`config.mk`:
```
export PLATFORM = sky130hd
export DESIGN_NAME = clc_cursor_chan
export DESIGN_NICKNAME = d
export VERILOG_FILES = /design/src/rtl/clc_cursor_chan.v
export VERILOG_INCLUDE_DIRS = /design/src /design/src/rtl
export SDC_FILE = /design/constraint.sdc
export NUM_CORES = 1
export LEC_CHECK = 0
export ABC_AREA = 1
export BUFFER_PORTS_ARGS = -buffer_cell sky130_fd_sc_hd__buf_4
export CAP_MARGIN = 0
export CORE_ASPECT_RATIO = 1.1
export CORE_MARGIN = 2
export CORE_UTILIZATION = 50
export CTS_CLUSTER_DIAMETER = 40
export DETAILED_ROUTE_END_ITERATION = 8
export GPL_ROUTABILITY_DRIVEN = 0
export PLACE_DENSITY_LB_ADDON = 0.25
export SYNTH_ARGS = -nofsm -noshare
export SYNTH_HDL_FRONTEND = slang
export SYNTH_SLANG_ARGS = --single-unit
```
`constraint.sdc`:
```
create_clock -name i_core_clk -period 1.93 [get_ports i_core_clk]
set_clock_uncertainty 0.2 [all_clocks]
set_input_delay 0.2895 -clock i_core_clk [delete_from_list [all_inputs] [get_ports i_core_clk]]
set_output_delay 0.2895 -clock i_core_clk [all_outputs]
set_load 0.01 [all_outputs]
```
`src/rtl/clc_cursor_map.vh`:
```
// Operation
// - Writing one to set bit 0 starts the cursor channel; zero does nothing.
// - Set bit 1 schedules window attributes for the next frame start.
// - Set bit 2 queues the head pointer; hardware clears it once added.
// - Clear bit 0 stops the channel only after the current frame ends.
// - Clear bit 8 resets the channel at once, abandoning the frame.
// - State bit 0 reports whether the channel is enabled.
// - State bit 1 reads one while an attribute refresh is pending.
// - State bit 2 reads one while the head pointer is not yet queued.
// - Writing ones to the irq set register enables those sources.
// - Writing ones to the irq clear register disables those sources.
// - The mask register reads one for every enabled source.
// - End of transfer sets the transfer-done flag.
// - A fetched descriptor sets the descriptor-loaded flag.
// - A fetched head descriptor sets the head-loaded flag.
// - Reaching the end of the descriptor chain sets the end-of-list flag.
// - A layer overflow sets the overflow flag.
// - Reading the flags register clears every flag.
// - The head register holds the new descriptor address to queue.
`ifndef CLC_CURSOR_MAP_VH
`define CLC_CURSOR_MAP_VH

// Register byte addresses.
`define CLC_ADDR_CH_SET 32'hF8038340
`define CLC_ADDR_CH_CLEAR 32'hF8038344
`define CLC_ADDR_CH_STATE 32'hF8038348
`define CLC_ADDR_IRQ_SET 32'hF803834C
`define CLC_ADDR_IRQ_CLEAR 32'hF8038350
`define CLC_ADDR_IRQ_MASK 32'hF8038354
`define CLC_ADDR_IRQ_FLAGS 32'hF8038358
`define CLC_ADDR_HEAD 32'hF803835C

// Field positions in the channel set, clear and state registers.
`define CLC_BIT_START 0
`define CLC_BIT_ATTR 1
`define CLC_BIT_QUEUE 2
`define CLC_BIT_STOP 0
`define CLC_BIT_ABORT 8

// Interrupt source positions, shared by set, clear, mask and flags.
`define CLC_IRQ_XFER 2
`define CLC_IRQ_DESC 3
`define CLC_IRQ_HEAD 4
`define CLC_IRQ_LIST 5
`define CLC_IRQ_OVERFLOW 6
`define CLC_IRQ_FIELD 32'h0000007C

// Head pointer keeps word-aligned addresses only.
`define CLC_HEAD_FIELD 32'hFFFFFFFC

// Reset values and bus answers.
`define CLC_RESET_VAL 32'h00000000
`define CLC_RESP_OKAY 2'h0
`define CLC_RESP_SLVERR 2'h2

`endif

```
`src/rtl/clc_cursor_chan.v`:
```
`timescale 1ns/1ps
`include "clc_cursor_map.vh"

module clc_cursor_chan (
   input wire i_core_clk,
   input wire i_rst_b,
   input wire [31:0] i_s_axi_awaddr,
   input wire i_s_axi_awvalid,
   output wire o_s_axi_awready,
   input wire [31:0] i_s_axi_wdata,
   input wire [3:0] i_s_axi_wstrb,
   input wire i_s_axi_wvalid,
   output wire o_s_axi_wready,
   output wire [1:0] o_s_axi_bresp,
   output wire o_s_axi_bvalid,
   input wire i_s_axi_bready,
   input wire [31:0] i_s_axi_araddr,
   input wire i_s_axi_arvalid,
   output wire o_s_axi_arready,
   output wire [31:0] o_s_axi_rdata,
   output wire [1:0] o_s_axi_rresp,
   output wire o_s_axi_rvalid,
   input wire i_s_axi_rready,
   input wire i_sof,
   input wire i_eof,
   input wire i_head_taken,
   input wire i_evt_xfer_done,
   input wire i_evt_desc_loaded,
   input wire i_evt_head_loaded,
   input wire i_evt_list_end,
   input wire i_evt_overflow,
   output wire o_channel_enable,
   output wire o_attr_apply,
   output wire o_channel_abort,
   output wire o_queue_head_request,
   output wire [31:0] o_head_ptr,
   output wire o_irq
);

   // One-hot channel states. The enable then ORs just two state bits, so
   // it never waits on a wide compare.
   localparam [2:0] ST_IDLE = 3'h1;
   localparam [2:0] ST_RUN = 3'h2;
   localparam [2:0] ST_STOP = 3'h4;

   // True when a bus address selects the word at the given offset.
   // Bits 1:0 are ignored, so any byte address inside a word selects it.
   function clc_hit;
      input [31:0] addr;
      input [31:0] offs;
      begin
         clc_hit = (addr[31:2] == offs[31:2]);
      end
   endfunction

   // True when the address selects any mapped register.
   // Anything else is answered with an error rather than dropped quietly.
   function clc_mapped;
      input [31:0] addr;
      begin
         clc_mapped = clc_hit(addr, `CLC_ADDR_CH_SET) ||
            clc_hit(addr, `CLC_ADDR_CH_CLEAR) ||
            clc_hit(addr, `CLC_ADDR_CH_STATE) ||
            clc_hit(addr, `CLC_ADDR_IRQ_SET) ||
            clc_hit(addr, `CLC_ADDR_IRQ_CLEAR) ||
            clc_hit(addr, `CLC_ADDR_IRQ_MASK) ||
            clc_hit(addr, `CLC_ADDR_IRQ_FLAGS) ||
            clc_hit(addr, `CLC_ADDR_HEAD);
      end
   endfunction

   // Bus side state. Each write half has a slot of its own, so address
   // and data may come in either order without any further buffer.
   reg aw_full_reg;
   reg [31:0] aw_addr_reg;
   reg w_full_reg;
   reg [31:0] w_data_reg;
   reg [3:0] w_strb_reg;
   reg bvalid_reg;
   reg [1:0] bresp_reg;
   reg rvalid_reg;
   reg [31:0] rdata_reg;
   reg [1:0] rresp_reg;

   // Channel side state.
   reg [2:0] ch_state_reg;
   reg [2:0] ch_state_next;
   reg attr_pending_reg;
   reg attr_pending_next;
   reg queue_pending_reg;
   reg queue_pending_next;
   reg attr_apply_reg;
   reg abort_reg;
   reg [31:0] head_reg;
   reg [31:0] head_next;
   reg [31:0] mask_reg;
   reg [31:0] mask_next;
   reg [31:0] flags_reg;
   reg [31:0] flags_next;
   reg [31:0] rd_value;

   wire aw_take;
   wire w_take;
   wire ar_take;
   wire do_write;
   wire lane0;
   wire lane1;
   wire wr_start;
   wire wr_attr;
   wire wr_queue;
   wire wr_stop;
   wire wr_abort;
   wire wr_irq_set;
   wire wr_irq_clr;
   wire wr_head;
   wire rd_flags;
   wire channel_on;
   reg [31:0] evt_vec;
   wire [31:0] rd_clear;
   wire [31:0] head_bytes;

   // Address and data are held apart, so they may arrive in any order.
   // A pending response blocks both halves; this keeps one write in flight
   // and means its effect is never applied twice.
   assign o_s_axi_awready = !aw_full_reg && !bvalid_reg;
   assign o_s_axi_wready = !w_full_reg && !bvalid_reg;
   assign aw_take = i_s_axi_awvalid && o_s_axi_awready;
   assign w_take = i_s_axi_wvalid && o_s_axi_wready;
   assign do_write = aw_full_reg && w_full_reg && !bvalid_reg;
   assign o_s_axi_bvalid = bvalid_reg;
   assign o_s_axi_bresp = bresp_reg;

   // A read is accepted only while no answer is waiting.
   // Data is captured at the taking edge and stands unchanged until rready.
   assign o_s_axi_arready = !rvalid_reg;
   assign ar_take = i_s_axi_arvalid && o_s_axi_arready;
   assign o_s_axi_rvalid = rvalid_reg;
   assign o_s_axi_rdata = rdata_reg;
   assign o_s_axi_rresp = rresp_reg;

   // Write strobes of the control registers, honouring byte lanes.
   // Every control bit sits in byte lane zero except the abort bit in lane
   // one; a write that leaves a lane out leaves those bits alone.
   assign lane0 = w_strb_reg[0];
   assign lane1 = w_strb_reg[1];
   assign wr_start = do_write && clc_hit(aw_addr_reg, `CLC_ADDR_CH_SET) &&
      lane0 && w_data_reg[`CLC_BIT_START];
   assign wr_attr = do_write && clc_hit(aw_addr_reg, `CLC_ADDR_CH_SET) &&
      lane0 && w_data_reg[`CLC_BIT_ATTR];
   assign wr_queue = do_write && clc_hit(aw_addr_reg, `CLC_ADDR_CH_SET) &&
      lane0 && w_data_reg[`CLC_BIT_QUEUE];
   assign wr_stop = do_write && clc_hit(aw_addr_reg, `CLC_ADDR_CH_CLEAR) &&
      lane0 && w_data_reg[`CLC_BIT_STOP];
   assign wr_abort = do_write &&
      clc_hit(aw_addr_reg, `CLC_ADDR_CH_CLEAR) &&
      lane1 && w_data_reg[`CLC_BIT_ABORT];
   assign wr_irq_set = do_write && clc_hit(aw_addr_reg, `CLC_ADDR_IRQ_SET) &&
      lane0;
   assign wr_irq_clr = do_write &&
      clc_hit(aw_addr_reg, `CLC_ADDR_IRQ_CLEAR) && lane0;
   assign wr_head = do_write && clc_hit(aw_addr_reg, `CLC_ADDR_HEAD);
   assign rd_flags = ar_take && clc_hit(i_s_axi_araddr, `CLC_ADDR_IRQ_FLAGS);

   // Gather the datapath events into the flag layout. Each event is placed
   // by its named position, so flags, mask, set and clear stay in step.
   always @* begin
      evt_vec = `CLC_RESET_VAL;
      evt_vec[`CLC_IRQ_XFER] = i_evt_xfer_done;
      evt_vec[`CLC_IRQ_DESC] = i_evt_desc_loaded;
      evt_vec[`CLC_IRQ_HEAD] = i_evt_head_loaded;
      evt_vec[`CLC_IRQ_LIST] = i_evt_list_end;
      evt_vec[`CLC_IRQ_OVERFLOW] = i_evt_overflow;
   end

   // Only the flag bits that exist are cleared by a read of the flags.
   assign rd_clear = rd_flags ? `CLC_IRQ_FIELD : `CLC_RESET_VAL;

   // Byte-lane merge for the head pointer.
   // Bits 1:0 are dropped afterwards, since descriptors are word aligned.
   assign head_bytes = {
      w_strb_reg[3] ? w_data_reg[31:24] : head_reg[31:24],
      w_strb_reg[2] ? w_data_reg[23:16] : head_reg[23:16],
      w_strb_reg[1] ? w_data_reg[15:8] : head_reg[15:8],
      w_strb_reg[0] ? w_data_reg[7:0] : head_reg[7:0]};

   // Both run and stopping count as enabled until the frame closes.
   // Software sees the channel busy for as long as a frame may still run.
   assign channel_on = ch_state_reg[1] || ch_state_reg[2];

   // Outputs. The interrupt is a level built from registers only, so it
   // carries no glitch from the bus decode.
   assign o_channel_enable = channel_on;
   assign o_attr_apply = attr_apply_reg;
   assign o_channel_abort = abort_reg;
   assign o_queue_head_request = queue_pending_reg;
   assign o_head_ptr = head_reg;
   assign o_irq = |(flags_reg & mask_reg);

   // Bus write path: capture address and data, answer once both are in.
   // The response code is judged from the held address, as the master may
   // already have moved the live bus on.
   always @(posedge i_core_clk or negedge i_rst_b) begin
      if (!i_rst_b) begin
         aw_full_reg <= 1'b0;
         aw_addr_reg <= `CLC_RESET_VAL;
         w_full_reg <= 1'b0;
         w_data_reg <= `CLC_RESET_VAL;
         w_strb_reg <= 4'h0;
         bvalid_reg <= 1'b0;
         bresp_reg <= `CLC_RESP_OKAY;
      end else begin
         if (aw_take) begin
            aw_full_reg <= 1'b1;
            aw_addr_reg <= i_s_axi_awaddr;
         end
         if (w_take) begin
            w_full_reg <= 1'b1;
            w_data_reg <= i_s_axi_wdata;
            w_strb_reg <= i_s_axi_wstrb;
         end
         if (do_write) begin
            aw_full_reg <= 1'b0;
            w_full_reg <= 1'b0;
            bvalid_reg <= 1'b1;
            if (clc_mapped(aw_addr_reg)) begin
               bresp_reg <= `CLC_RESP_OKAY;
            end else begin
               bresp_reg <= `CLC_RESP_SLVERR;
            end
         end else if (bvalid_reg && i_s_axi_bready) begin
            bvalid_reg <= 1'b0;
         end
      end
   end

   // Read multiplexer; write-only registers read as zero.
   // The flags read returns the value before the clear, so no event that
   // software has not seen is thrown away.
   always @* begin
      rd_value = `CLC_RESET_VAL;
      if (clc_hit(i_s_axi_araddr, `CLC_ADDR_CH_STATE)) begin
         rd_value[`CLC_BIT_START] = channel_on;
         rd_value[`CLC_BIT_ATTR] = attr_pending_reg;
         rd_value[`CLC_BIT_QUEUE] = queue_pending_reg;
      end else if (clc_hit(i_s_axi_araddr, `CLC_ADDR_IRQ_MASK)) begin
         rd_value = mask_reg;
      end else if (clc_hit(i_s_axi_araddr, `CLC_ADDR_IRQ_FLAGS)) begin
         rd_value = flags_reg;
      end else if (clc_hit(i_s_axi_araddr, `CLC_ADDR_HEAD)) begin
         rd_value = head_reg;
      end
   end

   // Bus read path: one registered answer, held until rready.
   // Only one read is in flight; arready stays low while the answer waits.
   always @(posedge i_core_clk or negedge i_rst_b) begin
      if (!i_rst_b) begin
         rvalid_reg <= 1'b0;
         rdata_reg <= `CLC_RESET_VAL;
         rresp_reg <= `CLC_RESP_OKAY;
      end else begin
         if (ar_take) begin
            rvalid_reg <= 1'b1;
            rdata_reg <= rd_value;
            if (clc_mapped(i_s_axi_araddr)) begin
               rresp_reg <= `CLC_RESP_OKAY;
            end else begin
               rresp_reg <= `CLC_RESP_SLVERR;
            end
         end else if (rvalid_reg && i_s_axi_rready) begin
            rvalid_reg <= 1'b0;
         end
      end
   end

   // Channel state machine. An abort wins over everything, since it
   // must drop the frame at once; a start while stopping cancels the stop.
   // A stop written in the cycle of a frame end acts at once, since that
   // frame is already complete.
   always @* begin
      ch_state_next = ch_state_reg;
      case (ch_state_reg)
         ST_IDLE: begin
            if (wr_start) begin
               ch_state_next = ST_RUN;
            end
         end
         ST_RUN: begin
            if (wr_stop && i_eof) begin
               ch_state_next = ST_IDLE;
            end else if (wr_stop) begin
               ch_state_next = ST_STOP;
            end
         end
         ST_STOP: begin
            if (wr_start) begin
               ch_state_next = ST_RUN;
            end else if (i_eof) begin
               ch_state_next = ST_IDLE;
            end
         end
         default: begin
            ch_state_next = ST_IDLE;
         end
      endcase
      if (wr_abort) begin
         ch_state_next = ST_IDLE;
      end
   end

   // Pending requests. A new request in the cycle that retires the old
   // one survives, so a late write is never lost.
   // An abort clears both, so nothing stale is applied after a restart.
   always @* begin
      attr_pending_next = (attr_pending_reg && !i_sof) || wr_attr;
      queue_pending_next =
         (queue_pending_reg && !i_head_taken) || wr_queue;
      if (wr_abort) begin
         attr_pending_next = 1'b0;
         queue_pending_next = 1'b0;
      end
   end

   // Head pointer, mask and flags next values.
   // Set and clear of the mask sit at separate addresses, so one write can
   // never ask for both.
   always @* begin
      head_next = head_reg;
      if (wr_head) begin
         head_next = head_bytes & `CLC_HEAD_FIELD;
      end
      mask_next = mask_reg;
      if (wr_irq_set) begin
         mask_next = mask_reg | (w_data_reg & `CLC_IRQ_FIELD);
      end else if (wr_irq_clr) begin
         mask_next = mask_reg & ~(w_data_reg & `CLC_IRQ_FIELD);
      end
      // The read returns the old flags; an event in that cycle is kept.
      flags_next = (flags_reg & ~rd_clear) | evt_vec;
   end

   // Channel registers. The apply pulse is held back by an abort in the
   // same cycle, so an abandoned frame never takes new attributes.
   always @(posedge i_core_clk or negedge i_rst_b) begin
      if (!i_rst_b) begin
         ch_state_reg <= ST_IDLE;
         attr_pending_reg <= 1'b0;
         queue_pending_reg <= 1'b0;
         attr_apply_reg <= 1'b0;
         abort_reg <= 1'b0;
         head_reg <= `CLC_RESET_VAL;
      end else begin
         ch_state_reg <= ch_state_next;
         attr_pending_reg <= attr_pending_next;
         queue_pending_reg <= queue_pending_next;
         attr_apply_reg <= i_sof && attr_pending_reg && !wr_abort;
         abort_reg <= wr_abort;
         head_reg <= head_next;
      end
   end

   // Interrupt registers. Event inputs come from the fetch logic on this
   // clock, so they need no synchroniser.
   always @(posedge i_core_clk or negedge i_rst_b) begin
      if (!i_rst_b) begin
         mask_reg <= `CLC_RESET_VAL;
         flags_reg <= `CLC_RESET_VAL;
      end else begin
         mask_reg <= mask_next;
         // Flag bits are set from evt_vec.
         flags_reg <= flags_next;
      end
   end

endmodule

```
==> results.yml <==
power:
  pwr-share-comb: 0.242
  vdd_ir_drop_max_mv: 0.7551
  pwr-share-seq: 0.441
  power_mw: 9.999
  p_sw_frac: 0.3130
  p_per_area_nw_per_um2: 992.2
  switching_power_mw: 3.130
  p_clk_frac: 0.316
  internal-power_mw: 6.869
  p_leak_nw: 5.160
clock_network:
  htree_levels: 4
  tritoncts.num_buffers: 17
  clockRootBuffer: "clkbuf_16"
  clkTransAtPathRegs_ns: 0.06
  cts_setup_buffers: 0
  clock_latency_ns: 0.42
  clockBufferDepth: 2
  cts_sinks: 151
  cts_tree: "done"
logic_synthesis:
  yosys_warnings: 0
  syn_avg_cell_area_um2: 9.075
  synth.distinct_cells: 42
  synth_top_flop_cell: "dfrtp_1"
  synth_edf_count: 0
  syn_inst: 762
  seq_area_frac_synth: 0.5466
  synth_seq_cells: 151
  synthArstFlopShare: 1.000
  synth.cell_area_um2: 6915
floorplanning:
  die_width_um: 116.1
  row_count: 45
  io_pins: 193
  die_h_um: 127.3
  core_area_um2: 13680
  dieArea_um2: 14790
  start_util: 0.5054
timing:
  finalHoldViolCount: 0
  min_period_ns: 1.859
  rsz0062_at_grt: "yes"
  final-setup-viol-count: 0
  fmax_ghz: 0.5379
  fin_crit_sh: 0.9632
  fin_ws_ns: 0.07102
  drv_slew: 0
final_layout:
  multi_input_area_um2: 2908
  fillCellCount: 962
  stdcell_count: 1246
  syn2layout_area_growth_pct: 45.74
  nets: 1159
  final_common_cell: "nand2_1"
  layout_common_cells: "217 x nand2_1, 199 x buf_4, 150 x dfrtp_1"
  fin_util: 0.7366
  seqCellArea_um2: 3780
  drive_gt1_frac: 0.3283
  final_area_um2: 10080
critical_path:
  r2r_end: "o_head_ptr[24]"
  crit_required_ns: 2.09
  start_kind: "flip-flop"
  cp_max_fo: 8
  r2r_slack_ns: 0.07
  cp-startpoint: "aw_addr_reg[29]"
  cp.arrival_ns: 2.02
  rr_worst_depth: 10
  endpoint: "o_head_ptr[24]"
  crit_type: "flip-flop to flip-flop"
  critPathCaptureType: "flip-flop"
  r2r_start: "aw_addr_reg[29]"
place:
  dpl_cell_area_um2: 8647
  place_inst: 1136
  dp_hpwl_um: 12060
  pre_cts_ws_ns: 0.01881
  numPortBuffers: 184
grt:
  grt.total_usage: 0.2557
  antenna_found_initial: 1
  overflow: 0
  grt_start_max_net_pins: 47
  grt_first_pass_wirelength_um: 29130
  grt_pass1_vias: 6171
route:
  postRouteAntennaNets: 0
  drt-wirelength-per-cell_um: 14.46
  drc_errors: 0
  drt_iter0_drc: 246
  dr.pass1.iters: 5
  vias: 6174
  wirelength_um: 18020
  vias_per_cell: 4.955
worst_hold_path:
  hold_path.class: "primary input to flip-flop"
run_status:
  status: "finished, final reports clean"
job:
  cap_viol_max_count: 0
==> synthesized netlist by cell type (2+ instances only) <==
cell | instances | area (µm²)
nand2_1 | 224 | 840.8
nand3_1 | 68 | 340.3
nand2_2 | 10 | 62.56
o211ai_1 | 3 | 22.52
o21bai_1 | 5 | 37.54
mux2_2 | 44 | 495.5
a21oi_1 | 25 | 125.1
o21ai_0 | 5 | 25.02
buf_4 | 4 | 30.03
nand3b_1 | 4 | 30.03
nand3_2 | 5 | 50.05
nor4_1 | 2 | 12.51
nor2_4 | 4 | 45.04
nor2_1 | 75 | 281.5
inv_2 | 5 | 18.77
buf_2 | 8 | 40.04
nor2_8 | 4 | 80.08
nor2_2 | 15 | 93.84
inv_1 | 50 | 187.7
clkbuf_1 | 7 | 26.28
nor3_1 | 9 | 45.04
dfrtp_1 | 150 | 3754
nand4_1 | 9 | 56.30
o21ai_1 | 8 | 40.04
buf_6 | 2 | 22.52
==> power groups by stage <==
stage	registers, mW	logic, mW	clock network [mW]
after floorplan	4.32	1.55	0
after global placement	4.39	2.15	0
after detailed placement	4.43	2.21	0
after CTS	4.37	2.34	3.22
after global routing	4.51	2.70	3.35
final	4.41	2.42	3.16
==> worst max-delay path, stage by stage, from the launching register on <==
cell and delay [ns]:
dfrtp_1 0.37, nand2_2 0.08, nor2_1 0.14, nand3_2 0.10, nor2_4 0.15, nand4_4 0.09, nor2_4 0.16, nand2_4 0.13
nor2_8 0.21, nand2_2 0.08, nand2_2 0.06
==> what timing repair did <==
item | 4_1_cts | 5_1_grt
endpoints found under the setup margin | 5 | 38
gates cloned | 0 | 1
resized for setup | 1 | 21
hold endpoints to repair | 226 | 0
pin swaps | 0 | 16
hold buffers | 76 | 0
==> worst min-delay path by stage <==
| stage | start | end | slack [ns] | cells after the start |
|---|---|---|---|---|
| after global routing | i_head_taken | o_queue_head_request | 0.03 | 4 |
| after CTS | i_head_taken | o_queue_head_request | 0.002 | 4 |
| after global placement | i_rst_b | aw_addr_reg[17] | 0.05 | 1 |
| after floorplan | i_rst_b | async pin | -0.21 | 0 |
| final | i_head_taken | o_queue_head_request | 0.02 | 4 |
| after detailed placement | i_rst_b | aw_addr_reg[16] | 0.03 | 1 |
==> through the flow <==
step / hold WS, ns / TNS (ns)
after floorplan: -0.2061 / 0
after global placement: 0.04515 / 0
after detailed placement: 0.03390 / 0
after CTS: 0.001970 / 0
after global routing: 0.03090 / -0.4669
final: 0.01817 / 0
==> area by class of cell <==
type	count	area share
Timing Repair Buffer	281	0.2348
Clock inverter	15	0.01415
Sequential cell	151	0.3750
Antenna cell	1	0.0002483
Inverter	57	0.02173
Multi-Input combinational cell	536	0.2885
Clock buffer	17	0.04221
Tap cell	188	0.02334
==> per-layer routing <==
| metal | track usage | routed length, µm |
|---|---|---|
| met2 | 0.4455 | 9220 |
| met1 | 0.3047 | 7270 |
| met5 | 0 | 0 |
| met4 | 0.1169 | 575 |
| met3 | 0.04981 | 956 |
==> kinds of logic after synthesis <==
kind of cell / count (synthesis) / synth area share
other cells: 1 / 0.0005423
flops: 151 / 0.5466
simple gates: 437 / 0.2917
mux: 44 / 0.07165
buf+inv: 79 / 0.04885
compound gates: 50 / 0.04071
Note: power is estimated with default switching activity, not from simulation.
